[config.mk]
export PLATFORM = sky130hd
export DESIGN_NAME = cpc_top
export DESIGN_NICKNAME = d
export VERILOG_FILES = /design/src/hw/cpc_pkg.sv /design/src/hw/cpc_timer_if.sv /design/src/hw/cpc_sync3.sv /design/src/hw/cpc_timer.sv /design/src/hw/cpc_top.sv
export SDC_FILE = /design/constraint.sdc
export NUM_CORES = 1
export LEC_CHECK = 0
export ABC_AREA = 1
export ABC_CLOCK_PERIOD_IN_PS = 3700
export BUFFER_PORTS_ARGS = -buffer_cell sky130_fd_sc_hd__buf_2
export CORE_UTILIZATION = 40
export CTS_CLUSTER_DIAMETER = 80
export DETAILED_ROUTE_END_ITERATION = 10
export SYNTH_ARGS = -nofsm -noshare
export SYNTH_HDL_FRONTEND = slang
export SYNTH_SLANG_ARGS = --single-unit
[constraint.sdc]
create_clock -name clk_sys -period 3.7 [get_ports clk_sys]
set_input_delay 1.11 -clock clk_sys [delete_from_list [all_inputs] [get_ports clk_sys]]
set_output_delay 1.11 -clock clk_sys [all_outputs]
set_load 0.01 [all_outputs]
[src/hw/cpc_pkg.sv]
// Package: register map, reset values, field positions and timing constants
package cpc_pkg;

  // ==========================================================================
  // Register map
  localparam logic [7:0] CPC_ADDR_TEMP_ZONE = 8'h1F;
  localparam logic [7:0] CPC_ADDR_OCP_CFG   = 8'h20;
  localparam logic [7:0] CPC_ADDR_CTL_CFG   = 8'h21;

  localparam logic [7:0] CPC_RST_TEMP_ZONE  = 8'h05;
  localparam logic [7:0] CPC_RST_OCP_CFG    = 8'h0D;
  localparam logic [7:0] CPC_RST_CTL_CFG    = 8'h00;
  localparam logic [7:0] CPC_MASK_CTL_CFG   = 8'hFB;  // Bit 2 is unimplemented

  // ==========================================================================
  // Field positions
  localparam int CPC_TEMP_PROFILE_ENABLE   = 7;
  localparam int CPC_TERM_VOLTAGE_BACKOFF  = 6;
  localparam int CPC_COOL_VOLTAGE_REDUCE   = 5;
  localparam int CPC_WARM_CURRENT_HALVE    = 4;
  localparam int CPC_RESERVED_BIT          = 3;
  localparam int CPC_SETPOINT_MSB          = 2;
  localparam int CPC_OC_DEBOUNCE_SELECT    = 7;
  localparam int CPC_OC_ALARM_ONLY         = 6;
  localparam int CPC_OC_MONITOR_MODE       = 5;
  localparam int CPC_OC_RECYCLE_SELECT     = 4;
  localparam int CPC_OC_THRESHOLD_MSB      = 3;
  localparam int CPC_WD_SWITCH_OFF_SCOPE   = 7;
  localparam int CPC_FACTORY_BOOST_PERMIT  = 6;
  localparam int CPC_SWITCH_FORCE_OFF      = 5;

  // ==========================================================================
  // Analog scaling
  localparam logic [7:0] CPC_SETPOINT_BASE_DEGC = 8'h56;  // 86 degC
  localparam logic [7:0] CPC_SETPOINT_STEP_DEGC = 8'h06;  // 6 degC per code
  localparam int         CPC_CV_STEP_MV         = 10;     // Termination voltage code step
  localparam int         CPC_BACKOFF_SMALL_MV   = 100;
  localparam int         CPC_BACKOFF_LARGE_MV   = 150;
  localparam logic [7:0] CPC_BACKOFF_SMALL_CODE = 8'(CPC_BACKOFF_SMALL_MV / CPC_CV_STEP_MV);
  localparam logic [7:0] CPC_BACKOFF_LARGE_CODE = 8'(CPC_BACKOFF_LARGE_MV / CPC_CV_STEP_MV);
  localparam logic [3:0] CPC_MODE_BOOST         = 4'h9;   // Operating-mode code for boost
  localparam logic [3:0] CPC_MODE_RESET         = 4'h0;

  // ==========================================================================
  // Timing
  localparam int CPC_TMR_W             = 24;
  localparam int CPC_CLK_PERIOD_NS     = 100;
  localparam int CPC_DEB_SHORT_NS      = 105000;
  localparam int CPC_DEB_LONG_NS       = 10000000;
  localparam int CPC_RECOVER_NS        = 150000000;
  localparam int CPC_DEB_SHORT_CYC     = (CPC_DEB_SHORT_NS + CPC_CLK_PERIOD_NS - 1) / CPC_CLK_PERIOD_NS;
  localparam int CPC_DEB_LONG_CYC      = (CPC_DEB_LONG_NS + CPC_CLK_PERIOD_NS - 1) / CPC_CLK_PERIOD_NS;
  localparam int CPC_RECOVER_CYC       = (CPC_RECOVER_NS + CPC_CLK_PERIOD_NS - 1) / CPC_CLK_PERIOD_NS;

  // ==========================================================================
  // Battery switch sequencer states
  typedef enum logic [4:0] {
    CPC_SW_CLOSED   = 5'b00001,
    CPC_SW_DEBOUNCE = 5'b00010,
    CPC_SW_ALARM    = 5'b00100,
    CPC_SW_OFF      = 5'b01000,
    CPC_SW_WAIT_CHG = 5'b10000
  } cpc_sw_state_t;

endpackage

[src/hw/cpc_timer_if.sv]
// Interface: start, load value and expiry pulse between sequencer and timer
`timescale 1ns/1ps
interface cpc_timer_if;
  import cpc_pkg::*;
  logic                 start;
  logic [CPC_TMR_W-1:0] load;
  logic                 done;
  modport ctrl (output start, output load, input done);
  modport tmr  (input start, input load, output done);
endinterface

[src/hw/cpc_sync3.sv]
// Three-stage input synchroniser that accepts a change once stages two and three agree
`timescale 1ns/1ps
module cpc_sync3 #(
  parameter int W = 1
) (
  input  wire logic         clk_sys,
  input  wire logic         rst,
  input  wire logic [W-1:0] din,
  output logic      [W-1:0] dout
);
  import cpc_pkg::*;

  typedef struct packed {
    logic [W-1:0] s1;
    logic [W-1:0] s2;
    logic [W-1:0] s3;
    logic [W-1:0] out;
  } cpc_sync_state_t;

  cpc_sync_state_t st_reg;
  cpc_sync_state_t st_next;

  // Shift chain; only the agreeing bits update the output
  always_comb begin
    st_next     = st_reg;
    st_next.s1  = din;
    st_next.s2  = st_reg.s1;
    st_next.s3  = st_reg.s2;
    st_next.out = (st_reg.s2 & ~(st_reg.s2 ^ st_reg.s3)) | (st_reg.out & (st_reg.s2 ^ st_reg.s3));
  end

  // State register
  always_ff @(posedge clk_sys) begin
    if (rst) begin
      st_reg <= '0;
    end else begin
      st_reg <= st_next;
    end
  end

  assign dout = st_reg.out;
endmodule

[src/hw/cpc_timer.sv]
// Down-counter that pulses done once the loaded number of cycles has elapsed
`timescale 1ns/1ps
module cpc_timer (
  input  wire logic clk_sys,
  input  wire logic rst,
  cpc_timer_if.tmr  tif
);
  import cpc_pkg::*;

  typedef struct packed {
    logic [CPC_TMR_W-1:0] cnt;
    logic                 done;
  } cpc_tmr_state_t;

  cpc_tmr_state_t st_reg;
  cpc_tmr_state_t st_next;

  // A start reloads at any time; done pulses on the last count
  always_comb begin
    st_next      = st_reg;
    st_next.done = 1'b0;
    if (tif.start) begin
      st_next.cnt = tif.load;
    end else if (st_reg.cnt != '0) begin
      st_next.cnt = st_reg.cnt - 1'b1;
      st_next.done = (st_reg.cnt == {{(CPC_TMR_W-1){1'b0}}, 1'b1});
    end
  end

  // State register
  always_ff @(posedge clk_sys) begin
    if (rst) begin
      st_reg <= '0;
    end else begin
      st_reg <= st_next;
    end
  end

  assign tif.done = st_reg.done;
endmodule

[src/hw/cpc_top.sv]
// Charger protection configuration registers and the logic they steer
`timescale 1ns/1ps

// Operation
// (RULE1) Profile enable gates temperature-zone adjustments
// (RULE2) Back-off bit picks 100 or 150 mV
// (RULE3) Cool zone lowers termination voltage by back-off
// (RULE4) Warm zone halves fast-charge current
// (RULE5) Setpoint 86 to 128 degC, flag above
// (RULE6) Debounce select picks 105 us or 10 ms
// (RULE7) Trip interrupts, switch opens after delay
// (RULE8) Alarm-only trip interrupts, switch stays closed
// (RULE9) Monitor bit selects automatic or continuous supervision
// (RULE10) Recycle 0: recover after 150 ms with charger
// (RULE11) Recycle 1: recover after 150 ms always
// (RULE12) Threshold code zero disables overcurrent protection
// (RULE13) Watchdog scope: charger only, or all 150 ms
// (RULE14) Disconnect high, permit 0: ignore mode changes
// (RULE15) Disconnect high, permit 1: allow boost mode
// (RULE16) Reserved bit inert, reads back last write
module cpc_top #(
  parameter int DEB_LONG_CYC = cpc_pkg::CPC_DEB_LONG_CYC,
  parameter int RECOVER_CYC  = cpc_pkg::CPC_RECOVER_CYC
) (
  input  wire logic       clk_sys,
  input  wire logic       rst,
  input  wire logic [7:0] reg_addr,
  input  wire logic [7:0] reg_wdata,
  input  wire logic       reg_wr,
  input  wire logic       reg_rd,
  output logic      [7:0] reg_rdata,
  output logic            reg_rvalid,
  input  wire logic       zone_cool_pin,
  input  wire logic       zone_warm_pin,
  input  wire logic       overcurrent_pin,
  input  wire logic       charger_valid_pin,
  input  wire logic       battery_disconnect_input,
  input  wire logic [7:0] term_voltage_setting,
  input  wire logic [7:0] fast_charge_current_setting,
  input  wire logic [7:0] junction_temp_degc,
  input  wire logic       watchdog_expired,
  input  wire logic       mode_req,
  input  wire logic [3:0] mode_code,
  output logic      [7:0] term_voltage_target,
  output logic      [7:0] fast_charge_current_target,
  output logic      [7:0] junction_setpoint_degc,
  output logic            thermal_regulation_flag,
  output logic      [3:0] overcurrent_threshold,
  output logic            overcurrent_monitor_continuous,
  output logic            overcurrent_irq,
  output logic            battery_switch_on,
  output logic            buck_enable,
  output logic            charger_enable,
  output logic      [3:0] operating_mode
);
  import cpc_pkg::*;

  // ==========================================================================
  // State
  typedef struct packed {
    logic [7:0]           r_temp;
    logic [7:0]           r_ocp;
    logic [7:0]           r_ctl;
    logic [7:0]           rdata;
    logic                 rvalid;
    cpc_sw_state_t        sw;
    logic                 recover_any;
    logic                 wd_chg_off;
    logic                 irq;
    logic                 sw_on;
    logic                 chg_en;
    logic [7:0]           cv;
    logic [7:0]           cc;
    logic [7:0]           setpoint;
    logic                 treg;
    logic [3:0]           mode;
    logic                 tmr_start;
    logic [CPC_TMR_W-1:0] tmr_load;
  } cpc_top_state_t;

  cpc_top_state_t st_reg;
  cpc_top_state_t st_next;
  logic [3:0]     pins_sync;
  logic           zone_cool;
  logic           zone_warm;
  logic           oc_level;
  logic           chg_ok;
  logic           disc_sync;
  logic           trip;
  logic           force_off;
  logic           wd_hit;

  cpc_timer_if tif ();

  // Setpoint decode shared by the compare and the setpoint output
  function automatic logic [7:0] cpc_setpoint(input logic [2:0] code);
    cpc_setpoint = CPC_SETPOINT_BASE_DEGC + 8'(CPC_SETPOINT_STEP_DEGC * code);
  endfunction

  // ==========================================================================
  // Pin synchronisers and timer
  cpc_sync3 #(.W(4)) u_sync (
    .clk_sys (clk_sys),
    .rst     (rst),
    .din     ({zone_cool_pin, zone_warm_pin, overcurrent_pin, charger_valid_pin}),
    .dout    (pins_sync)
  );

  cpc_sync3 #(.W(1)) u_sync_disc (
    .clk_sys (clk_sys),
    .rst     (rst),
    .din     (battery_disconnect_input),
    .dout    (disc_sync)
  );

  cpc_timer u_timer (
    .clk_sys (clk_sys),
    .rst     (rst),
    .tif     (tif.tmr)
  );

  assign zone_cool = pins_sync[3];
  assign zone_warm = pins_sync[2];
  assign oc_level  = pins_sync[1];
  assign chg_ok    = pins_sync[0];
  assign trip      = oc_level && (st_reg.r_ocp[CPC_OC_THRESHOLD_MSB:0] != 4'h0);  // [RULE12]
  assign force_off = st_reg.r_ctl[CPC_SWITCH_FORCE_OFF];
  assign wd_hit    = watchdog_expired && st_reg.r_ctl[CPC_WD_SWITCH_OFF_SCOPE];
  assign tif.start = st_reg.tmr_start;
  assign tif.load  = st_reg.tmr_load;

  // ==========================================================================
  // Next-state logic
  always_comb begin
    logic       wr_hit;
    logic [7:0] backoff;
    wr_hit            = 1'b0;
    backoff           = 8'h00;
    st_next           = st_reg;
    st_next.rvalid    = reg_rd;
    st_next.irq       = 1'b0;
    st_next.tmr_start = 1'b0;

    // Register writes; the reserved bit is stored but steers nothing
    if (reg_wr) begin
      unique case (reg_addr)
        CPC_ADDR_TEMP_ZONE: begin
          st_next.r_temp = reg_wdata;  // [RULE16]
          wr_hit = 1'b1;
        end
        CPC_ADDR_OCP_CFG: begin
          st_next.r_ocp = reg_wdata;
          wr_hit = 1'b1;
        end
        CPC_ADDR_CTL_CFG: begin
          st_next.r_ctl = reg_wdata & CPC_MASK_CTL_CFG;
          wr_hit = 1'b1;
        end
        default: begin
          wr_hit = 1'b0;
        end
      endcase
    end

    // Register reads; unmapped addresses read zero
    if (reg_rd) begin
      unique case (reg_addr)
        CPC_ADDR_TEMP_ZONE: st_next.rdata = st_reg.r_temp;
        CPC_ADDR_OCP_CFG:   st_next.rdata = st_reg.r_ocp;
        CPC_ADDR_CTL_CFG:   st_next.rdata = st_reg.r_ctl;
        default:            st_next.rdata = 8'h00;
      endcase
    end

    // Temperature-zone targets
    backoff = st_reg.r_temp[CPC_TERM_VOLTAGE_BACKOFF] ? CPC_BACKOFF_LARGE_CODE : CPC_BACKOFF_SMALL_CODE;  // [RULE2]
    st_next.cv = term_voltage_setting;
    st_next.cc = fast_charge_current_setting;
    if (st_reg.r_temp[CPC_TEMP_PROFILE_ENABLE]) begin  // [RULE1]
      if (zone_cool && st_reg.r_temp[CPC_COOL_VOLTAGE_REDUCE]) begin  // [RULE3]
        st_next.cv = (term_voltage_setting > backoff) ? term_voltage_setting - backoff : 8'h00;
      end
      if (zone_warm && st_reg.r_temp[CPC_WARM_CURRENT_HALVE]) begin  // [RULE4]
        st_next.cc = {1'b0, fast_charge_current_setting[7:1]};
      end
    end

    // Junction regulation compare
    st_next.setpoint = cpc_setpoint(st_reg.r_temp[CPC_SETPOINT_MSB:0]);  // [RULE5]
    st_next.treg     = junction_temp_degc > cpc_setpoint(st_reg.r_temp[CPC_SETPOINT_MSB:0]);  // [RULE5]

    // Watchdog charger-only shutdown; set wins over the clearing write
    if (watchdog_expired && !st_reg.r_ctl[CPC_WD_SWITCH_OFF_SCOPE]) begin
      st_next.wd_chg_off = 1'b1;  // [RULE13]
    end else if (wr_hit) begin
      st_next.wd_chg_off = 1'b0;
    end

    // Battery switch sequencer
    unique case (st_reg.sw)
      CPC_SW_CLOSED, CPC_SW_DEBOUNCE, CPC_SW_ALARM: begin
        if (wd_hit || force_off) begin
          st_next.sw          = CPC_SW_OFF;  // [RULE13]
          st_next.tmr_start   = 1'b1;
          st_next.tmr_load    = CPC_TMR_W'(RECOVER_CYC);
          st_next.recover_any = wd_hit || st_reg.r_ocp[CPC_OC_RECYCLE_SELECT];  // [RULE11]
        end else if (!trip) begin
          st_next.sw = CPC_SW_CLOSED;
        end else if (st_reg.sw == CPC_SW_CLOSED) begin
          st_next.sw        = CPC_SW_DEBOUNCE;
          st_next.irq       = 1'b1;  // [RULE7] [RULE8]
          st_next.tmr_start = 1'b1;
          st_next.tmr_load  = st_reg.r_ocp[CPC_OC_DEBOUNCE_SELECT] ? CPC_TMR_W'(DEB_LONG_CYC)
                                                                   : CPC_TMR_W'(CPC_DEB_SHORT_CYC);  // [RULE6]
        end else if (st_reg.sw == CPC_SW_DEBOUNCE && tif.done) begin
          if (st_reg.r_ocp[CPC_OC_ALARM_ONLY]) begin
            st_next.sw = CPC_SW_ALARM;  // [RULE8]
          end else begin
            st_next.sw          = CPC_SW_OFF;  // [RULE7]
            st_next.tmr_start   = 1'b1;
            st_next.tmr_load    = CPC_TMR_W'(RECOVER_CYC);
            st_next.recover_any = st_reg.r_ocp[CPC_OC_RECYCLE_SELECT];  // [RULE10] [RULE11]
          end
        end
      end
      CPC_SW_OFF: begin
        if (force_off || wd_hit) begin
          st_next.tmr_start = 1'b1;  // Hold time restarts while still forced
          st_next.tmr_load  = CPC_TMR_W'(RECOVER_CYC);
        end else if (tif.done) begin
          st_next.sw = (st_reg.recover_any || chg_ok) ? CPC_SW_CLOSED : CPC_SW_WAIT_CHG;  // [RULE10] [RULE11]
        end
      end
      CPC_SW_WAIT_CHG: begin
        if (force_off || wd_hit) begin
          st_next.sw        = CPC_SW_OFF;
          st_next.tmr_start = 1'b1;
          st_next.tmr_load  = CPC_TMR_W'(RECOVER_CYC);
        end else if (chg_ok) begin
          st_next.sw = CPC_SW_CLOSED;  // [RULE10]
        end
      end
      default: begin
        st_next.sw = CPC_SW_OFF;
      end
    endcase
    st_next.sw_on  = st_next.sw inside {CPC_SW_CLOSED, CPC_SW_DEBOUNCE, CPC_SW_ALARM};
    st_next.chg_en = st_next.sw_on && !st_next.wd_chg_off;

    // Operating-mode requests under battery disconnect
    if (mode_req) begin
      if (!disc_sync) begin
        st_next.mode = mode_code;
      end else if (st_reg.r_ctl[CPC_FACTORY_BOOST_PERMIT] && mode_code == CPC_MODE_BOOST) begin
        st_next.mode = mode_code;  // [RULE15]
      end else begin
        st_next.mode = st_reg.mode;  // [RULE14]
      end
    end
  end

  // ==========================================================================
  // State register
  always_ff @(posedge clk_sys) begin
    if (rst) begin
      st_reg             <= '0;
      st_reg.r_temp      <= CPC_RST_TEMP_ZONE;
      st_reg.r_ocp       <= CPC_RST_OCP_CFG;
      st_reg.r_ctl       <= CPC_RST_CTL_CFG;
      st_reg.sw          <= CPC_SW_CLOSED;
      st_reg.sw_on       <= 1'b1;
      st_reg.chg_en      <= 1'b1;
      st_reg.mode        <= CPC_MODE_RESET;
      st_reg.setpoint    <= CPC_SETPOINT_BASE_DEGC;
    end else begin
      st_reg <= st_next;
    end
  end

  // Outputs straight from the state register
  assign reg_rdata                      = st_reg.rdata;
  assign reg_rvalid                     = st_reg.rvalid;
  assign term_voltage_target            = st_reg.cv;
  assign fast_charge_current_target     = st_reg.cc;
  assign junction_setpoint_degc         = st_reg.setpoint;
  assign thermal_regulation_flag        = st_reg.treg;
  assign overcurrent_threshold          = st_reg.r_ocp[CPC_OC_THRESHOLD_MSB:0];
  assign overcurrent_monitor_continuous = st_reg.r_ocp[CPC_OC_MONITOR_MODE];  // [RULE9]
  assign overcurrent_irq                = st_reg.irq;
  assign battery_switch_on              = st_reg.sw_on;
  assign buck_enable                    = st_reg.sw_on;
  assign charger_enable                 = st_reg.chg_en;
  assign operating_mode                 = st_reg.mode;

  // ==========================================================================
  // Assertions
  AST_PROFILE_OFF: assert property (@(posedge clk_sys) disable iff (rst)  // [RULE1]
    !st_reg.r_temp[CPC_TEMP_PROFILE_ENABLE] |=> term_voltage_target == $past(term_voltage_setting)
      && fast_charge_current_target == $past(fast_charge_current_setting))
    else $error("targets changed with profile disabled");

  AST_COOL_BACKOFF: assert property (@(posedge clk_sys) disable iff (rst)  // [RULE3]
    st_reg.r_temp[7] && st_reg.r_temp[5] && zone_cool && term_voltage_setting > 8'h0F
      |=> term_voltage_target == $past(term_voltage_setting) - ($past(st_reg.r_temp[6]) ? 8'h0F : 8'h0A))
    else $error("cool zone back-off wrong");

  AST_WARM_HALF: assert property (@(posedge clk_sys) disable iff (rst)  // [RULE4]
    st_reg.r_temp[7] && st_reg.r_temp[4] && zone_warm
      |=> fast_charge_current_target == {1'b0, $past(fast_charge_current_setting[7:1])})
    else $error("warm zone current not halved");

  AST_TREG: assert property (@(posedge clk_sys) disable iff (rst)  // [RULE5]
    ##1 thermal_regulation_flag == ($past(junction_temp_degc) > 8'(8'd86 + 8'd6 * $past(st_reg.r_temp[2:0]))))
    else $error("thermal regulation flag wrong");

  AST_DEB_LOAD: assert property (@(posedge clk_sys) disable iff (rst)  // [RULE6]
    st_reg.tmr_start && st_reg.sw == CPC_SW_DEBOUNCE
      |-> st_reg.tmr_load == (st_reg.r_ocp[7] ? CPC_TMR_W'(DEB_LONG_CYC) : CPC_TMR_W'(CPC_DEB_SHORT_CYC)))
    else $error("debounce length wrong");

  AST_IRQ_CLOSED: assert property (@(posedge clk_sys) disable iff (rst)  // [RULE7]
    overcurrent_irq |-> battery_switch_on ##1 !overcurrent_irq)
    else $error("interrupt with switch open or not a pulse");

  AST_ALARM_CLOSED: assert property (@(posedge clk_sys) disable iff (rst)  // [RULE8]
    st_reg.sw == CPC_SW_ALARM |-> battery_switch_on && buck_enable)
    else $error("alarm-only opened the switch");

  AST_WAIT_CHARGER: assert property (@(posedge clk_sys) disable iff (rst)  // [RULE10]
    st_reg.sw == CPC_SW_OFF && tif.done && !force_off && !wd_hit && !st_reg.recover_any && !chg_ok
      |=> !battery_switch_on)
    else $error("recovered without charger");

  AST_THR_ZERO: assert property (@(posedge clk_sys) disable iff (rst)  // [RULE12]
    st_reg.r_ocp[3:0] == 4'h0 |=> !overcurrent_irq)
    else $error("trip with protection disabled");

  AST_WD_CHARGER: assert property (@(posedge clk_sys) disable iff (rst)  // [RULE13]
    watchdog_expired && !st_reg.r_ctl[7] |=> !charger_enable)
    else $error("charger on after watchdog expiry");

  AST_MODE_LOCK: assert property (@(posedge clk_sys) disable iff (rst)  // [RULE14]
    disc_sync && !st_reg.r_ctl[6] |=> $stable(operating_mode))
    else $error("mode changed while locked");

  AST_MODE_BOOST: assert property (@(posedge clk_sys) disable iff (rst)  // [RULE15]
    disc_sync && st_reg.r_ctl[6] && mode_req && mode_code == CPC_MODE_BOOST |=> operating_mode == CPC_MODE_BOOST)
    else $error("boost change refused");

  AST_RESERVED: assert property (@(posedge clk_sys) disable iff (rst)  // [RULE16]
    reg_wr && reg_addr == CPC_ADDR_TEMP_ZONE ##1 !reg_wr ##1 reg_rd && reg_addr == CPC_ADDR_TEMP_ZONE && !reg_wr
      |=> reg_rvalid && reg_rdata[3] == $past(reg_wdata[3], 3))
    else $error("reserved bit readback wrong");

endmodule

Word-level counts from Yosys, hierarchy flattened

Index checks and enable logic that the tools add are counted.

Bits in registers: 141
Bits of input ports: 55
Output and inout bits: 47

Add/subtract/negate cells: 3
Multipliers: 1
Magnitude comparators: 2
Equality and inequality tests: 20
Multiplexer cells: 37
Bitwise operators: 13
Reductions and logical operators: 31

Operators with widths:

| kind                                               | number |
|---|---|
| two-way mux 25 bit                                 | 7 |
| one-hot mux 25 bit (2 select lines)                | 1 |
| two-way mux 5 bit                                  | 7 |
| == test 24 x 1 -> 1 bit, second input constant     | 1 |
| two-way mux 24 bit                                 | 1 |
| two-way mux 8 bit                                  | 3 |
| one-hot mux 8 bit (3 select lines)                 | 1 |
| nonzero test 24 bit                                | 1 |
| subtractor 24 x 1 -> 24 bit, second input constant | 1 |
| two-way mux 17 bit                                 | 1 |
| == test 8 x 6 -> 1 bit, second input constant      | 2 |
| two-way mux 16 bit                                 | 1 |
| one-hot mux 5 bit (3 select lines)                 | 1 |
| two-way mux 4 bit                                  | 3 |
| two-way mux 6 bit                                  | 2 |
| == test 5 x 1 -> 1 bit, second input constant      | 2 |
| == test 5 x 2 -> 1 bit, second input constant      | 2 |
| == test 5 x 3 -> 1 bit, second input constant      | 2 |
| AND reduction 5 bit                                | 2 |
| OR reduction 3 bit                                 | 3 |
| adder 7 x 6 -> 8 bit, first input constant         | 1 |
| AND 4 bit                                          | 2 |
| == test 8 x 5 -> 1 bit, second input constant      | 1 |
| > comparator 8 x 4 -> 1 bit                        | 1 |
| 28 further kinds                                   | 58 |

Logic depth before layout (Yosys ltp)

Depth after elaboration: 10
Depth in mapped cells: 13

Modules after synthesis

Synthesis repeated with hierarchy kept, for this count alone.

Cells, all modules: 837
Area total of the unflattened synthesis: 6202.2 um^2

By module, submodules not included:

| module                  | times used | cells an instance | area each (um^2) |
|---|---|---|---|
| cpc_top                 | 1          | 522               | 3882.5 |
| cpc_timer               | 1          | 244               | 1687.9 |
| cpc_sync3 (u_sync)      | 1          | 58                | 510.5 |
| cpc_sync3 (u_sync_disc) | 1          | 13                | 121.4 |

Least setup slack after synthesis

Ideal clock, no wire load.

Path kind: reg-to-reg
From: register st_reg[89] (netlist bit)
To: register st_reg, in the netlist thermal_regulation_flag
Library setup time: 0.122 ns
Arrival: 2.269 ns
Setup slack: 1.309 ns
Stages on the path, launching flop included: 13
Cell sequence: dfxtp_1 ha_1 inv_1 fa_1 o21ai_0 nand2_1 ha_1 nand2_1 inv_1 a221oi_1 o21ai_0 nand2_1 nor2_1

Cells in the longest elaborated chain, start to end: 3

Ends and longest elaborated chain:

| element                   | line           | RTL |
|---|---|---|
| start: declaration        | cpc_top.sv:81  | `cpc_top_state_t st_reg;` |
| start signal: assignment  | cpc_top.sv:276 | `st_reg <= st_next;` |
| multiplier 2 x 3 -> 5 bit | cpc_top.sv:97  | `cpc_setpoint = CPC_SETPOINT_BASE_DEGC + 8'(CPC_SETPOINT_STEP_DEGC * code);` |
| adder 7 x 6 -> 8 bit      | cpc_top.sv:97  |  |
| > comparator 8 bit        | cpc_top.sv:190 | `st_next.treg = junction_temp_degc > cpc_setpoint(st_reg.r_temp[CPC_SETPOINT_MSB:0]);` |

Every way passes these cells.
A chain may end at the register's enable or synchronous reset.

Worst setup path after layout

Ends and elaborated chain as after synthesis.

==> impl_metrics.json <==
{
  "antenna_cells": 0,
  "final_common_cell": "nand2_1",
  "synth_top_area_cell": "dfxtp_1",
  "ant_nets": 0,
  "rsz0062_at_grt": "no",
  "fin_crit_ns": 2.62,
  "drive_above_1_share": 0.200,
  "required_ns": 4.00,
  "rr_worst_depth": 12,
  "hp-start": "u_sync.st_next[9]",
  "pre_cts_ws_ns": 1.08,
  "path_buf_inv": 2,
  "critical_path_class": "flip-flop to flip-flop",
  "clock_tree.root_cell": "clkbuf_16",
  "max_cap_viol_count": 0,
  "cp_common_cell": "nand2_1",
  "cts_sinks": 121,
  "critPathMaxFanout": 8,
  "grt_max_degree": 55,
  "grt_pass1_wl_um": 22700,
  "ys_types": 43,
  "setup_viol": 0,
  "worstReg2RegStart": "st_reg[89]",
  "slew_headroom": 0.510,
  "wirelength_um": 13600,
  "worstPathCellList": "ha_1, inv_1, fa_1, o21ai_0, nand2_1, ha_1, nand2_1, inv_1, a221oi_1, o21ai_0, nand2_1, nor2_1",
  "cp-start-kind": "flip-flop",
  "irDropWorstVdd_v": 0.000340,
  "clk_pin_slew_worst_paths_ns": 0.05,
  "numCtsBuffers": 17,
  "grt_pass1_vias": 4690,
  "fin_ws_ns": 1.08,
  "synthArstFlopShare": 0,
  "numPortBuffers": 100,
  "die_h_um": 124,
  "gp_congestion": 0.800,
  "tns_ns": 0,
  "die_area_mm2": 0.0153,
  "hold_path_depth": 2,
  "track_usage": 0.194,
  "fp-row-count": 44,
  "synth_nets": 882,
  "core_area_mm2": 0.0145,
  "final_cell_mix": "nand2_1 (158), dfxtp_1 (121), nor2_1 (107)",
  "clkLatencyLatePin_ns": 0.42,
  "vias_per_cell": 4.80,
  "synth-seq-cells": 121,
  "grt-ovfl-total": 0,
  "drt_iter0_markers": 245,
  "ys.flop_type": "dfxtp_1",
  "seq_area_frac_synth": 0.410,
  "p_leak_nw": 3.24,
  "p_total_mw": 4.77,
  "cp_data_arrival_time_ns": 2.92,
  "cts_resized": 0,
  "crit_family": "adder cells",
  "yosysWarnings": 0,
  "wl_per_cell_um": 12.7,
  "period_share": 0.707,
  "syn_to_final_growth_pct": 16.4,
  "crit_slowest_cell": "dfxtp_1",
  "antenna_found_initial": 0,
  "start_util": 0.408,
  "synth_area_leaders": "dfxtp_1 (41%), nand2_1 (10%), nor2_1 (6.8%)",
  "ff2ff_setup_slack_ns": 1.08,
  "drtPass1Iterations": 5,
  "yosys.area.top_type_share": 0.410,
  "clock.fmax_mhz": 382,
  "syn_area_mm2": 0.00591,
  "cts_max_path_buffers": 2,
  "synth_cells": 809,
  "tightest_slew_ns": 0.734,
  "dp_hpwl_um": 9980,
  "postSynthAreaPerCell_um2": 7.30,
  "htreeDepth": 4,
  "cp-end-kind": "flip-flop",
  "die-width_um": 124,
  "postCtsSetupBuffers": 0,
  "skew_ns": 0.00631,
  "num_vias": 5139,
  "max_stage_delay_ns": 0.48,
  "slew_violations": 0,
  "power_density_mw_per_mm2": 694,
  "status": "complete, no violations",
  "hold_path.class": "flip-flop to flip-flop",
  "drc": 0,
  "cts_hold_buf": 0,
  "fin_nets": 947,
  "hold_viol": 0,
  "nFillCells": 1470,
  "synth-edff-count": 0,
  "cts_tree": "built",
  "worstHoldEndpoint": "u_sync.st_next[5]",
  "ios": 102,
  "r2r_end": "thermal_regulation_flag"
}
[cell usage after synthesis (2+ instances only)]
master,number
nand2_1,158
dfxtp_1,121
nor2_1,107
inv_1,86
a21oi_1,61
nand3_1,54
buf_4,41
o21ai_0,39
ha_1,17
nand2_2,12
xor2_1,12
nand4_1,11
clkbuf_1,10
nor2_2,9
nor2_4,8
nor3_1,8
o21ai_1,7
inv_2,5
xnor2_1,5
nor3b_1,4
a31oi_1,3
buf_1,3
nor3_2,3
buf_2,2
buf_6,2
nand2_4,2
nor4_1,2
or2_2,2
[per-stage QoR]
step	utilization	hold slack, ns	area, µm²	cells
floorplan	-	0.388	5910	809
global placement	0.434	0.389	6280	1039
detailed placement	0.434	0.397	6280	1039
CTS	0.475	0.405	6880	1071
global route	0.475	0.430	6880	1071
finish	0.475	0.403	6880	1071
[per-layer routing]
metal	vias to the layer above	part of all wire	routed length, µm	global-route usage
met4	0	0.017	225	0.0806
met3	19	0.047	638	0.0475
li1	2678	-	-	-
met2	114	0.44	5960	0.295
met5	-	0	0	0
met1	2328	0.50	6750	0.261
[power by group]
group,internal [mW],switching (mW)
Combinational,0.549,0.962
Sequential,1.46,0.128
Clock,1.11,0.572
Total,3.11,1.66
[worst max path at each step]
stage | start | slack (ns) | to | depth (start not counted)
2_1_floorplan | st_reg[89] | 1.31 | thermal_regulation_flag | 12
3_3_place_gp | term_voltage_setting[0] | 1.14 | term_voltage_target[6] | 11
3_5_place_dp | term_voltage_setting[0] | 1.08 | term_voltage_target[5] | 11
4_1_cts | st_reg[89] | 1.08 | thermal_regulation_flag | 12
5_1_grt | st_reg[89] | 0.79 | thermal_regulation_flag | 13
6_report | st_reg[89] | 1.08 | thermal_regulation_flag | 12
[tightest hold or removal path: stages, from the launching register on]
cell	delay (ns)
dfxtp_1	0.29
inv_1	0.04
nor2_1	0.03
[final cells by class]
cell class / instances / area [µm²] / share of cell area
clock buffers: 24 / 482 / 0.0700
clock inverters: 8 / 118 / 0.0171
flip-flops and latches: 121 / 2420 / 0.352
well taps: 184 / 230 / 0.0335
inverters: 93 / 350 / 0.0509
repair buffers: 104 / 531 / 0.0771
multi-input cells: 537 / 2750 / 0.399
[cells by family after synthesis]
| kind of cell | count (synthesis) | synth area share |
|---|---|---|
| other | 1 | 0.000635 |
| adders and majority gates | 18 | 0.0394 |
| AOI/OAI and AO/OA | 116 | 0.102 |
| and+or+nand+nor | 384 | 0.296 |
| DFF | 121 | 0.410 |
| buffers and inverters | 151 | 0.125 |
| xor gates and xnor gates | 17 | 0.0252 |
| muxes | 1 | 0.00169 |
Power figures use the tool's default switching activity.
